<file path="config.mk">
export PLATFORM = sky130hd
export DESIGN_NAME = adc_output_format_power_modes
export DESIGN_NICKNAME = d
export VERILOG_FILES = /design/src/inc/adc_fmt_pkg.sv /design/src/rtl/adc_output_format_power_modes.sv
export VERILOG_INCLUDE_DIRS = /design/src /design/src/inc
export SDC_FILE = /design/constraint.sdc
export NUM_CORES = 1
export LEC_CHECK = 0
export BUFFER_PORTS_ARGS = -buffer_cell sky130_fd_sc_hd__buf_2
export CAP_MARGIN = 10
export CORE_MARGIN = 4
export CORE_UTILIZATION = 45
export DETAILED_ROUTE_END_ITERATION = 10
export GPL_TIMING_DRIVEN = 0
export PLACE_DENSITY_LB_ADDON = 0.25
export RECOVER_POWER = 50
export SLEW_MARGIN = 0
export SYNTH_ARGS = -nofsm -noshare
export SYNTH_HDL_FRONTEND = slang
export SYNTH_SLANG_ARGS = --single-unit
</file>
<file path="constraint.sdc">
create_clock -name ref_clk -period 6.1 [get_ports ref_clk]
set_input_delay 1.22 -clock ref_clk [delete_from_list [all_inputs] [get_ports ref_clk]]
set_output_delay 1.22 -clock ref_clk [all_outputs]
set_load 0.1 [all_outputs]
</file>
<file path="src/inc/adc_fmt_defines.svh">
// Purpose: Constants for the converter output formatter
// Assumes: 12-bit codes, 50 MHz ref_clk standing in for the sampling clock
// Notes: Definitions only
`ifndef ADC_FMT_DEFINES_SVH
`define ADC_FMT_DEFINES_SVH
`define CODE_W 12
`define CODE_MID 12'h800
`define CODE_MAX 12'hfff
`define CODE_MIN 12'h000
`define RAW_W 14
`define RAW_FULL 14'h0fff
`define PIPE_LAT 3
`define NAP_WAKE_CYC 100
`define STAB_LOCK_CYC 100
`define SLEEP_WAKE_MS 2
`define CLK_MHZ 50
`define SLEEP_WAKE_CYC (`SLEEP_WAKE_MS * 1000 * `CLK_MHZ)
`define MODE_GND 2'h0
`define MODE_THIRD 2'h1
`define MODE_TWO_THIRD 2'h2
`define MODE_VDD 2'h3
`endif

</file>
<file path="src/inc/adc_fmt_pkg.sv">
// Purpose: Types for the converter output formatter
// Assumes: Nothing beyond the defines header
// Notes: Power states one-hot
package adc_fmt_pkg;
  typedef enum logic [2:0] {
    pwr_run = 3'b001,
    pwr_nap = 3'b010,
    pwr_sleep = 3'b100
  } pwr_e;
endpackage

</file>
<file path="src/rtl/adc_output_format_power_modes.sv">
// Purpose: Formats converter samples, drives overrange flag, power modes
// Assumes: Raw sample is signed offset from mid-scale, one per ref_clk
// Notes: Output enables are active low (low while driving)
`include "adc_fmt_defines.svh"

// Notes on behaviour
// - Offset binary: mid code at zero input
// - Saturate out-of-range input, raise flag
// - Flag high means sample out of range
// - Mode ground or third: offset binary
// - Upper modes: invert MSB for twos complement
// - Stabilizer on only at middle levels
// - Enable pin high floats data and flag
// - Shutdown low: normal conversion
// - Shutdown and enable high: sleep
// - Data invalid for milliseconds after sleep
// - Shutdown high, enable low: nap
// - Nap recovery takes 100 clocks
// - Nap and sleep float data and flag outputs
// - Sample on rising edge only
// - Stabilizer lock needs hundred clocks
module adc_output_format_power_modes
  import adc_fmt_pkg::*;
#(
  parameter int unsigned SLEEP_WAKE = `SLEEP_WAKE_CYC
) (
  // Clock and reset
  input wire logic ref_clk,
  input wire logic sys_rst,
  // Converter core sample, signed offset from mid-scale
  input wire logic signed [`RAW_W-1:0] raw_sample,
  // Strap pins
  input wire logic [1:0] mode_level,
  input wire logic power_down_select,
  input wire logic output_enable_n,
  // Data pins
  output logic [`CODE_W-1:0] sample_code_bits,
  output logic [`CODE_W-1:0] sample_code_bits_oe_n,
  output logic overrange_flag,
  output logic overrange_flag_oe_n,
  // Status
  output logic stabilizer_on,
  output logic data_valid,
  output logic sleeping,
  output logic napping
);
  typedef struct packed {
    logic [1:0] mode_s1, mode_s2;
    logic pd_s1, pd_s2, oe_s1, oe_s2;
    logic [`PIPE_LAT-1:0][`CODE_W-1:0] code_pipe;
    logic [`PIPE_LAT-1:0] of_pipe;
    pwr_e pwr;
    logic [31:0] wake_cnt;
    logic [`CODE_W-1:0] code;
    logic [`CODE_W-1:0] code_oe_n;
    logic ofl;
    logic ofl_oe_n;
    logic stab;
    logic valid;
    logic slp;
    logic nap;
  } state_s;

  state_s st, next_st;
  logic [`CODE_W-1:0] ob_code;
  logic ovr;
  logic twos;
  logic drive;

  always_comb begin
    next_st = st;
    next_st.mode_s1 = mode_level;
    next_st.mode_s2 = st.mode_s1;
    next_st.pd_s1 = power_down_select;
    next_st.pd_s2 = st.pd_s1;
    next_st.oe_s1 = output_enable_n;
    next_st.oe_s2 = st.oe_s1;
    // Saturating offset-binary conversion
    ovr = 1'b0;
    if (raw_sample > $signed(14'sd2047)) begin
      ob_code = `CODE_MAX;
      ovr = 1'b1;
    end else if (raw_sample < $signed(-14'sd2048)) begin
      ob_code = `CODE_MIN;
      ovr = 1'b1;
    end else begin
      ob_code = raw_sample[`CODE_W-1:0] + `CODE_MID;
    end
    twos = st.mode_s2[1];
    // Sampled each rising edge through a fixed pipe
    next_st.code_pipe[0] = twos ? {~ob_code[`CODE_W-1], ob_code[`CODE_W-2:0]} : ob_code;
    next_st.of_pipe[0] = ovr;
    for (int i = 1; i < `PIPE_LAT; i++) begin
      next_st.code_pipe[i] = st.code_pipe[i-1];
      next_st.of_pipe[i] = st.of_pipe[i-1];
    end
    next_st.stab = (st.mode_s2 == `MODE_THIRD) || (st.mode_s2 == `MODE_TWO_THIRD);
    // Power state
    unique case (st.pwr)
      pwr_run: begin
        if (st.pd_s2) begin
          next_st.pwr = st.oe_s2 ? pwr_sleep : pwr_nap;
        end
      end
      pwr_nap: begin
        if (!st.pd_s2) begin
          next_st.pwr = pwr_run;
          next_st.wake_cnt = 32'(`NAP_WAKE_CYC);
        end else if (st.oe_s2) begin
          next_st.pwr = pwr_sleep;
        end
      end
      pwr_sleep: begin
        if (!st.pd_s2) begin
          next_st.pwr = pwr_run;
          next_st.wake_cnt = SLEEP_WAKE;
        end else if (!st.oe_s2) begin
          next_st.pwr = pwr_nap;
        end
      end
      default: next_st.pwr = pwr_sleep;
    endcase
    if (st.pwr == pwr_run && st.wake_cnt != 32'h0) begin
      next_st.wake_cnt = st.wake_cnt - 32'h1;
    end
    // Stabilizer newly on: give the loop time to lock
    if (next_st.stab && !st.stab && st.wake_cnt < 32'(`STAB_LOCK_CYC)) begin
      next_st.wake_cnt = 32'(`STAB_LOCK_CYC);
    end
    drive = (st.pwr == pwr_run) && !st.oe_s2;
    next_st.code = st.code_pipe[`PIPE_LAT-1];
    next_st.ofl = st.of_pipe[`PIPE_LAT-1];
    next_st.code_oe_n = {`CODE_W{~drive}};
    next_st.ofl_oe_n = ~drive;
    next_st.valid = (st.pwr == pwr_run) && (st.wake_cnt == 32'h0);
    next_st.slp = (st.pwr == pwr_sleep);
    next_st.nap = (st.pwr == pwr_nap);
  end

  always_ff @(posedge ref_clk or posedge sys_rst) begin
    if (sys_rst) begin
      st <= '0;
      st.pwr <= pwr_run;
      st.code_oe_n <= {`CODE_W{1'b1}};
      st.ofl_oe_n <= 1'b1;
      st.oe_s1 <= 1'b1;
      st.oe_s2 <= 1'b1;
    end else begin
      st <= next_st;
    end
  end

  assign sample_code_bits = st.code;
  assign sample_code_bits_oe_n = st.code_oe_n;
  assign overrange_flag = st.ofl;
  assign overrange_flag_oe_n = st.ofl_oe_n;
  assign stabilizer_on = st.stab;
  assign data_valid = st.valid;
  assign sleeping = st.slp;
  assign napping = st.nap;

  // Release edge excluded: the pipe still holds reset zeros then
  property p_sat_flag;
    @(posedge ref_clk) disable iff (sys_rst)
      !$past(sys_rst) && (raw_sample > $signed(14'sd2047))
        |-> ##(`PIPE_LAT + 1) (overrange_flag && (sample_code_bits[10:0] == 11'h7ff));
  endproperty
  a_sat_flag: assert property (p_sat_flag) else $error("overrange not flagged");

  property p_inrange;
    @(posedge ref_clk) disable iff (sys_rst)
      !$past(sys_rst) && (raw_sample == 14'sd0) && !st.mode_s2[1] && $stable(st.mode_s2)
        |-> ##(`PIPE_LAT + 1) (sample_code_bits == `CODE_MID);
  endproperty
  a_inrange: assert property (p_inrange) else $error("zero input not mid code");

  property p_stab;
    @(posedge ref_clk) disable iff (sys_rst)
      ##1 stabilizer_on == ($past(st.mode_s2) == `MODE_THIRD || $past(st.mode_s2) == `MODE_TWO_THIRD);
  endproperty
  a_stab: assert property (p_stab) else $error("stabilizer level wrong");

  property p_float;
    @(posedge ref_clk) disable iff (sys_rst)
      (st.oe_s2 || st.pwr != pwr_run) |=> (overrange_flag_oe_n && (&sample_code_bits_oe_n));
  endproperty
  a_float: assert property (p_float) else $error("outputs driven while disabled");

  property p_sleep;
    @(posedge ref_clk) disable iff (sys_rst)
      (st.pwr == pwr_run && st.pd_s2 && st.oe_s2) |=> ##1 sleeping;
  endproperty
  a_sleep: assert property (p_sleep) else $error("sleep not entered");

  property p_nap;
    @(posedge ref_clk) disable iff (sys_rst)
      (st.pwr == pwr_run && st.pd_s2 && !st.oe_s2) |=> ##1 napping;
  endproperty
  a_nap: assert property (p_nap) else $error("nap not entered");

  property p_nap_wake;
    @(posedge ref_clk) disable iff (sys_rst)
      (st.pwr == pwr_nap && !st.pd_s2) |=> !data_valid [*8];
  endproperty
  a_nap_wake: assert property (p_nap_wake) else $error("valid too soon after nap");

  property p_run_drive;
    @(posedge ref_clk) disable iff (sys_rst)
      (st.pwr == pwr_run && !st.oe_s2) |=> !overrange_flag_oe_n;
  endproperty
  a_run_drive: assert property (p_run_drive) else $error("normal mode not driving");

  property p_twos;
    @(posedge ref_clk) disable iff (sys_rst)
      !$past(sys_rst) && (raw_sample == 14'sd0) && st.mode_s2[1] && $stable(st.mode_s2)
        |-> ##(`PIPE_LAT + 1) (sample_code_bits == 12'h000);
  endproperty
  a_twos: assert property (p_twos) else $error("twos complement zero wrong");
endmodule // adc_output_format_power_modes

</file>
## Yosys cells after proc, flatten, opt, wreduce, memory -nomap -nowiden

Index checks and enable logic that the tools add are counted.

- Register bits after elaboration: 101
- Output and inout bits: 30
- Input port bits: 20

- $add $sub $neg: 2
- Equality and inequality tests: 10
- Bitwise gates (word level): 2
- Magnitude comparators: 3
- Multiplexer cells: 17
- Reduce and logical (&&, ||, !) cells: 13

Operators by type and width:

| kind | count |
|---|---|
| 32-bit 2-to-1 mux | 4 |
| 32-bit one-hot mux with 2 select lines | 1 |
| 12-bit 2-to-1 mux | 3 |
| 32-bit zero test | 1 |
| 32-bit by 7-bit < comparator with 1-bit output, second input constant | 1 |
| 32-bit nonzero test | 1 |
| 32-bit by 1-bit subtractor with 32-bit output, second input constant | 1 |
| 3-bit 2-to-1 mux | 6 |
| 14-bit by 12-bit > comparator with 1-bit output, second input constant | 1 |
| 14-bit by 12-bit < comparator with 1-bit output, second input constant | 1 |
| 12-bit adder, second input constant | 1 |
| 3-bit one-hot mux with 3 select lines | 1 |
| 4-bit by 2-bit inequality test with 1-bit output, second input constant | 2 |
| 3-bit inequality test, second input constant | 2 |
| 3-bit AND reduction | 2 |
| 1-bit logical AND | 5 |
| 4-bit nonzero test | 1 |
| 3-bit by 1-bit == test with 1-bit output, second input constant | 1 |
| 3-bit by 2-bit == test with 1-bit output, second input constant | 1 |
| 3-bit == test, second input constant | 1 |
| 2-bit by 1-bit == test with 1-bit output, second input constant | 1 |
| 2-bit == test, second input constant | 1 |
| 1-bit zero test | 2 |
| 1-bit 2-to-1 mux | 2 |
| 3 further kinds | 4 |

## Longest topological paths before layout

Gate-level depths: netlist (run 1).

- Depth after elaboration: 6
- Mapped depth: 7
- Mapped depth without buffers: 7

## Worst setup path before layout (run 1)

OpenSTA, ideal clock, no wires.

- Kind: reg2reg
- From: register st[50] (netlist bit)
- To: register st[38] (netlist bit)
- Path buffers: 1
- Slack: 3478 ps
- Arrival time: 2496 ps
- Setup time: 126 ps
- Cell stages (with the launch flop): 7
- Data required time: 5974 ps
- Clock period less this slack: 2622 ps
- Cell sequence: dfrtp_1 -> or4_4 -> or4_4 -> nor4_4 -> nor3_4 -> buf_6 -> a221o_1

- Longest elaborated chain between the ends: 4
- Elaborated cells between the ends (all ways): 10
- Those cells by class: 1 x order compare; 2 x eq/ne; 2 x mux; 5 x reduce/logical

RTL lines:

| what | RTL line | text |
|---|---|---|
| start: declaration | adc_output_format_power_modes.sv:64 | `state_s st, next_st;` |
| start signal: assignment | adc_output_format_power_modes.sv:149 | `st <= next_st;` |
| 32-bit by 7-bit < comparator with 1-bit output / 32-bit nonzero test (equally long branches) | adc_output_format_power_modes.sv:127, adc_output_format_power_modes.sv:123 |  |
| 1-bit logical AND (on tied branches) | adc_output_format_power_modes.sv:127, adc_output_format_power_modes.sv:123 |  |
| 4-bit by 2-bit inequality test with 1-bit output (no source line) (tied with other cells) | n/a |  |
| 3-bit AND reduction (no source line) / 32-bit 2-to-1 mux (equally long branches) | n/a |  |

Several ways; a longest one is shown, not always the timed one.
A chain may end at the register's enable or synchronous reset.

## Final worst setup path (run 1)

- From: register st[48] (netlist bit)
- To: register st[33] (netlist bit)

Same word-level chain as after synthesis.

==> key figures, run 1 <==
Timing
  • Period utilisation layout: 51.5%
  • Actual slew at the worst max-slew pin: around 1.2 ns
  • Setup tns final: 0 ns
  • Hold WS: about 0.35 ns
  • Fin Clk Skew: between 0.008 and 0.009 ns
  • Endpoints failing setup: 0
  • Fin. Hold Viols: 0
  • Max frequency: approximately 320 MHz
  • Max-slew violations: 0
  • Minimum clock period: approximately 3.1 ns
  • Slew margin rel.: roughly 17%
  • RSZ-0062 raised after global routing: false
  • Final worst setup slack: between 2 and 3 ns

Worst setup path
  • Max FO, Critical Path: 10
  • Crit Path Class: flop to flop
  • Worst path arrival time: approximately 3.4 ns
  • Type of origin of the critical path: flop
  • Worst path required time: about 6.4 ns
  • CP Capture Type: flop

Route
  • Final WL: slightly above 9 mm
  • Post-route ant nets: 0
  • DR WL/cell: about 16 um
  • # DRC: 0
  • Via Count: 3321
  • Average vias per placed instance: between 5 and 6
  • First drt pass iteration count: 5
  • DR iter-0 viols: between 200 and 250

Yosys
  • Synthesized cell area: roughly 0.0044 mm2
  • Seq cells post-synth: 100
  • Seq/Total Area, Yosys: a little under three fifths
  • Post-synth cell types: 56
  • Synth Area per Inst: 10.9 um2
  • Synth Warn #: 0
  • Post-Syn Instances: 406
  • Main synth FF type: dfrtp_1
  • Asr flop ratio synth: 100%
  • Mapped Nets: around 430
  • Number of synthesized flops with an enable pin: 0

Global route
  • GRT Util Overall: between 10% and 20%
  • First-pass GRT wire length: around 16 mm
  • GRT overflow: 0
  • Initial antenna violation count: 0
  • Largest net degree at the start of global routing: 74
  • Number of global-route vias before repair: 3190

Clock network
  • CTS Hold Bufs: 0
  • # H-tree levels: 3
  • Post-CTS sizing: 0
  • CTS tree: yes
  • Clock Latency Late Sink: roughly 0.37 ns
  • Reg clk slew, reported paths: around 0.1 ns
  • CTS Buf Count: 9
  • Postcts setup bufs: 0
  • Root buffer cell: clkbuf_8
  • Max clock buf depth: 2
  • Clock sink count: 100

Finish
  • Area of the multi-input gates: between 0.0015 and 0.002 mm2
  • Share of cells above drive strength 1: a little under a quarter
  • P&R area growth vs syn: 14.1%
  • Final net count: just under 500
  • Fillers: around 840
  • Layout Cells excl Fill: 600
  • Finished Core Util: between 50% and 60%
  • Diode count: 0
  • Register area: 0.00251 mm2

Die
  • Starting density of the core: 46.9%
  • Die width: 107 um
  • Core Rows: 35
  • Die H: 107 um
  • Die area: between 0.01 and 0.015 mm2
  • Core area: 0.00942 mm2
  • Top Ports: 50

Power and ir drop
  • Combinational fraction of design power: 36.4%
  • Static Leak: 2.24 nW
  • Internal: ~0.0011 W
  • Power density over cell area: roughly 380 mW/mm2
  • Sw Share: 42.2%
  • Clk pwr share: 21.1%
  • Reg power frac: a little over two fifths
  • Max rail drop VDD: between 0.2 and 0.25 mV
  • Sw power: a little over 0.0008 W

Place
  • Gpl congestion: 0.871
  • Final HPWL DP: 6.38 mm
  • IO Port Bufs: 48
  • Dpl ws: 3.02 ns
  • Placed cell count: about 600

Hold path
  • Worst Hold Class: flop to flop

Status
  • Outcome: finished, final reports clean

Job
  • Maxcap violations: 0
## per-stage QoR
step                power [W]  instance area [um2]
floorplan             0.00136                 4420
global placement      0.00150                 4820
detailed placement    0.00151                 4850
CTS                   0.00192                 5040
global route          0.00202                 5040
finish                0.00191                 5040
## power groups by stage
stage	clock [W]	sequential, W	combinational [W]
floorplan	0	0.000856	0.000500
global placement	0	0.000821	0.000677
detailed placement	0	0.000824	0.000690
CTS	0.000417	0.000812	0.000691
global route	0.000445	0.000825	0.000749
finish	0.000402	0.000813	0.000694
## cell families (layout without fill, tap and decap cells)
logic type               count (synthesis)  after routing  share of synthesized area [%]
AND/OR/NAND/NOR                        155            155                           18.5
flip-flops                             100            100                           56.7
AO/OA/AOI/OAI                           90             90                           16.3
buffers and inverters                   55            120                           7.02
XOR/XNOR                                 4              4                          0.793
adder cells (fa/ha/maj)                  2              2                          0.566
## final cells by class
cell class | instances | area share [%]
buffer | 44 | 5.34
clock buffer | 9 | 2.46
clock inverter | 7 | 1.34
inverter | 11 | 0.844
multi-input combinational | 251 | 31.8
sequential | 100 | 49.7
tap | 129 | 3.20
timing repair buffer | 49 | 5.31
## sequential cells by signal, summed over array words and instances (netlist names)
| name | flops |
|---|---|
| next_st | 43 |
| st | 39 |
| sample_code_bits | 12 |
| data_valid | 1 |
| napping | 1 |
| overrange_flag | 1 |
| overrange_flag_oe_n | 1 |
| sleeping | 1 |
| stabilizer_on | 1 |
## cell usage after synthesis (6+ instances only)
cell type / number / share of area, %
dfrtp_1: 96 / 54
nor2_1: 50 / 4.2
buf_4: 25 / 4.2
nand2_1: 24 / 2.0
nor3_1: 21 / 2.4
clkbuf_1: 14 / 1.2
a21oi_1: 13 / 1.5
nand3_1: 13 / 1.5
a221o_1: 12 / 2.7
inv_1: 11 / 0.93
o21ai_0: 10 / 1.1
a211oi_1: 9 / 1.5
nand4_1: 9 / 1.3
o31ai_1: 8 / 1.4
a21o_1: 6 / 1.0
or4_1: 6 / 1.0
## routing by layer
layer	wire length, um	up-vias	global-route usage (%)
li1	-	1587	-
met1	4440	1611	25.0
met2	4220	113	25.6
met3	533	10	3.07
met4	141	0	6.03
met5	0	-	0
## placed cells by master (no fill, tap or decap), types with 3 or more instances in the layout
master and count:
a21oi_1 13, a211oi_1 9, a221o_1 12, and3_1 3
nor3_1 21, buf_2 50, a221oi_1 3, clkbuf_1 14
o21ai_0 10, a32oi_1 4, and4_1 3, clkbuf_8 9
buf_4 25, o41ai_1 3, dfrtp_1 96, nand3_1 13
a21o_1 6, or4_1 6, inv_1 10, nand2_1 24
or3_1 4, nor2_1 50, or4_4 3, o31ai_1 8
o2111a_1 4, dfstp_2 4, a22o_1 3, or3b_2 3
nor4_1 4, xor2_1 3, nand4_1 9
## worst paths after layout
kind,startpoint,to,slack (ns),cells past startpoint
worst min register to register,next_st[91]$_DFF_PP0_,next_st[103]$_DFF_PP0_,0.35,0
min in group asynchronous,sys_rst,sample_code_bits[10]$_DFF_PP0_,1.09,2
worst max register to register,st[48]$_DFFE_PP0P_,st[33]$_DFFE_PP0P_,2.96,6
worst min-delay path,next_st[91]$_DFF_PP0_,next_st[103]$_DFF_PP0_,0.35,0
worst max-delay path,st[48]$_DFFE_PP0P_,st[33]$_DFFE_PP0P_,2.96,6
max in group asynchronous,sys_rst,overrange_flag_oe_n$_DFF_PP1_,4.12,3
## critical path: stages, from the launching register on
cell and delay (ns):
dfrtp_1 0.45, or4_4 0.58, nor4_2 0.59, a41oi_2 0.44
nor3_4 0.47, buf_2 0.35, a22o_1 0.19
No activity file was read; power rests on OpenSTA's default activity.
==> run 2, diff against run 1 <==
==> constraint.sdc (replaced) <==
create_clock -name ref_clk -period 3.25 [get_ports ref_clk]
set_input_delay 0.65 -clock ref_clk [delete_from_list [all_inputs] [get_ports ref_clk]]
set_output_delay 0.65 -clock ref_clk [all_outputs]
set_load 0.1 [all_outputs]
==> key figures, run 2 (synthesized netlist as in run 1, its figures left out) <==
Die
  • Die width: 107 um (unchanged)
  • Die H: 107 um (unchanged)
  • Top Ports: 50 (unchanged)
  • Starting density of the core: 46.9% (unchanged)
  • Core area: 0.00942 mm2 (unchanged)
  • Die area: 0.0115 mm2 (unchanged)
  • Core Rows: 35 (unchanged)

Timing
  • Final worst setup slack: 0.140 ns (-2.82 ns)
  • RSZ-0062 raised after global routing: false
  • Setup tns final: 0 ns (unchanged)
  • Endpoints failing setup: 0 (unchanged)
  • Period utilisation layout: 95.7% (+44 points)
  • Slew margin rel.: -30.6% (-48 points)
  • Max frequency: 322 MHz (+1.0%)
  • Actual slew at the worst max-slew pin: 1.96 ns (+0.726 ns)
  • Fin Clk Skew: 0.0144 ns (+0.00625 ns)
  • Hold WS: 0.323 ns (-0.0263 ns)
  • Max-slew violations: 41 (+41)
  • Minimum clock period: 3.11 ns (-0.0320 ns)
  • Fin. Hold Viols: 0 (unchanged)

Global route
  • First-pass GRT wire length: 16.1 mm (+3.7%)
  • Number of global-route vias before repair: 3243 (+1.7%)
  • Largest net degree at the start of global routing: 45 (-39%)
  • GRT overflow: 0 (unchanged)
  • GRT Util Overall: 17.6% (+0.52 points)
  • Initial antenna violation count: 0 (unchanged)

Clock network
  • Reg clk slew, reported paths: 0.11 ns (about the same)
  • CTS tree: yes
  • Clock sink count: 100 (unchanged)
  • # H-tree levels: 3 (unchanged)
  • Clock Latency Late Sink: 0.37 ns (about the same)
  • Postcts setup bufs: 0 (unchanged)
  • Root buffer cell: clkbuf_8
  • CTS Buf Count: 9 (unchanged)
  • Max clock buf depth: 2 (unchanged)

Job
  • Maxcap violations: 1 (+1)

Power and ir drop
  • Static Leak: 2.26 nW (+0.87%)
  • Power density over cell area: 723 mW/mm2 (+91%)
  • Max rail drop VDD: 0.458 mV (+100%)

Route
  • # DRC: 0 (unchanged)
  • Via Count: 3355 (+1.0%)
  • Post-route ant nets: 0 (unchanged)
  • Average vias per placed instance: 5.58 (+0.86%)
  • First drt pass iteration count: 6 (+1)
  • Final WL: 9.48 mm (+1.6%)
  • DR WL/cell: 15.8 um (+1.4%)
  • DR iter-0 viols: 272 (+15%)

Hold path
  • Worst Hold Class: input port to async pin

Worst setup path
  • Worst path arrival time: 3.36 ns (-0.08 ns)
  • Type of origin of the critical path: flop
  • CP Capture Type: flop
  • Worst path required time: 3.50 ns (-2.90 ns)
  • Max FO, Critical Path: 10 (unchanged)
  • Crit Path Class: flop to flop

Finish
  • Fillers: 828 (-0.96%)
  • Layout Cells excl Fill: 601 (+0.17%)
  • Share of cells above drive strength 1: 23.5% (-0.26 points)
  • Diode count: 0 (unchanged)
  • Area of the multi-input gates: 0.00161 mm2 (+0.55%)
  • Most frequent cells in the layout: dfrtp_1, nor2_1, buf_2
  • P&R area growth vs syn: 14.9%
  • Register area: 0.00251 mm2 (unchanged)
  • Final net count: 489 (+0.20%)
  • Finished Core Util: 53.9% (+0.39 points)
  • Commonest non-fill, non-tap cell in the layout: dfrtp_1
  • Max reg flops: 43 (unchanged)

Status
  • Outcome: finished with violations
  • Violated checks: max-capacitance violations, max-slew violations

Place
  • Placed cell count: 585 (+0.17%)
  • Final HPWL DP: 6.63 mm (+4.0%)
  • IO Port Bufs: 48 (unchanged)
  • Dpl ws: 0.211 ns (-2.80 ns)
  • Gpl congestion: 0.866 (-0.60%)
run 2: cell count changes in the layout (fill, tap and decap cells not counted), sizes merged:
| cell | before | now |
|---|---|---|
| buf | 79 | 78 |
| bufinv | 0 | 1 |
| clkbuf | 23 | 24 |
| clkinv | 4 | 1 |
| clkinvlp | 1 | 2 |
| dlymetal6s4s | 0 | 1 |
| inv | 13 | 14 |
run 2: repair_timing:
| action | 4_1_cts | 5_1_grt |
|---|---|---|
| hold buffers | 0 | 0 |
| resized for setup | 0 | 1 |
| hold endpoints to repair | 0 | 0 |
| setup endpoints to repair | 0 | 10 |
run 2: power breakdown:
group	leakage [nW]	internal [W]	switching, W
clock network	0.106	0.000376	0.000467
logic	0.929	0.000369	0.000933
registers	1.23	0.00140	0.000120
run 2: critical path, cell delays in order, from the launching register on:
cell	delay, ns
dfrtp_1	0.43
or4_4	0.60
or4_4	0.50
a2111oi_4	0.57
clkbuf_1	0.50
nor3_1	0.11
a221o_1	0.27
run 2: layer usage:
metal | track usage, % | share of wire [%] | routed length, um | vias up
met5 | 0 | 0 | 0 | -
met4 | 5.30 | 1.6 | 155 | 0
met3 | 2.59 | 4.8 | 457 | 14
met2 | 26.5 | 47 | 4480 | 99
met1 | 26.5 | 46 | 4390 | 1649
li1 | - | - | - | 1593
run 2: cell type report:
cell class | count | share of cell area (%)
tap | 129 | 3.18
clock buffer | 9 | 2.44
buffer | 44 | 5.30
inverter | 11 | 0.838
clock inverter | 7 | 1.80
multi-input combinational | 251 | 31.7
timing repair buffer | 50 | 5.35
sequential | 100 | 49.4
run 2: final timing paths:
| path | cells past startpoint | to | startpoint | slack (ns) |
|---|---|---|---|---|
| min in group ref_clk | 0 | sample_code_bits[7]$_DFF_PP0_ | next_st[25]$_DFF_PP0_ | 0.35 |
| setup / recovery | 6 | st[42]$_DFFE_PP0P_ | st[50]$_DFFE_PP0P_ | 0.14 |
| hold / removal | 2 | data_valid$_DFF_PP0_ | sys_rst | 0.32 |
| hold reg to reg | 0 | sample_code_bits[7]$_DFF_PP0_ | next_st[25]$_DFF_PP0_ | 0.35 |
| max in group asynchronous | 3 | st[59]$_DFFE_PP0P_ | sys_rst | 0.59 |
| setup reg to reg | 6 | st[42]$_DFFE_PP0P_ | st[50]$_DFFE_PP0P_ | 0.14 |
run 2: stage by stage:
step / area (um2) / total power (W)
global placement: 4820 / 0.00281
CTS: 5080 / 0.00370
detailed placement: 4860 / 0.00284
floorplan: 4420 / 0.00255
global route: 5080 / 0.00388
finish: 5080 / 0.00367
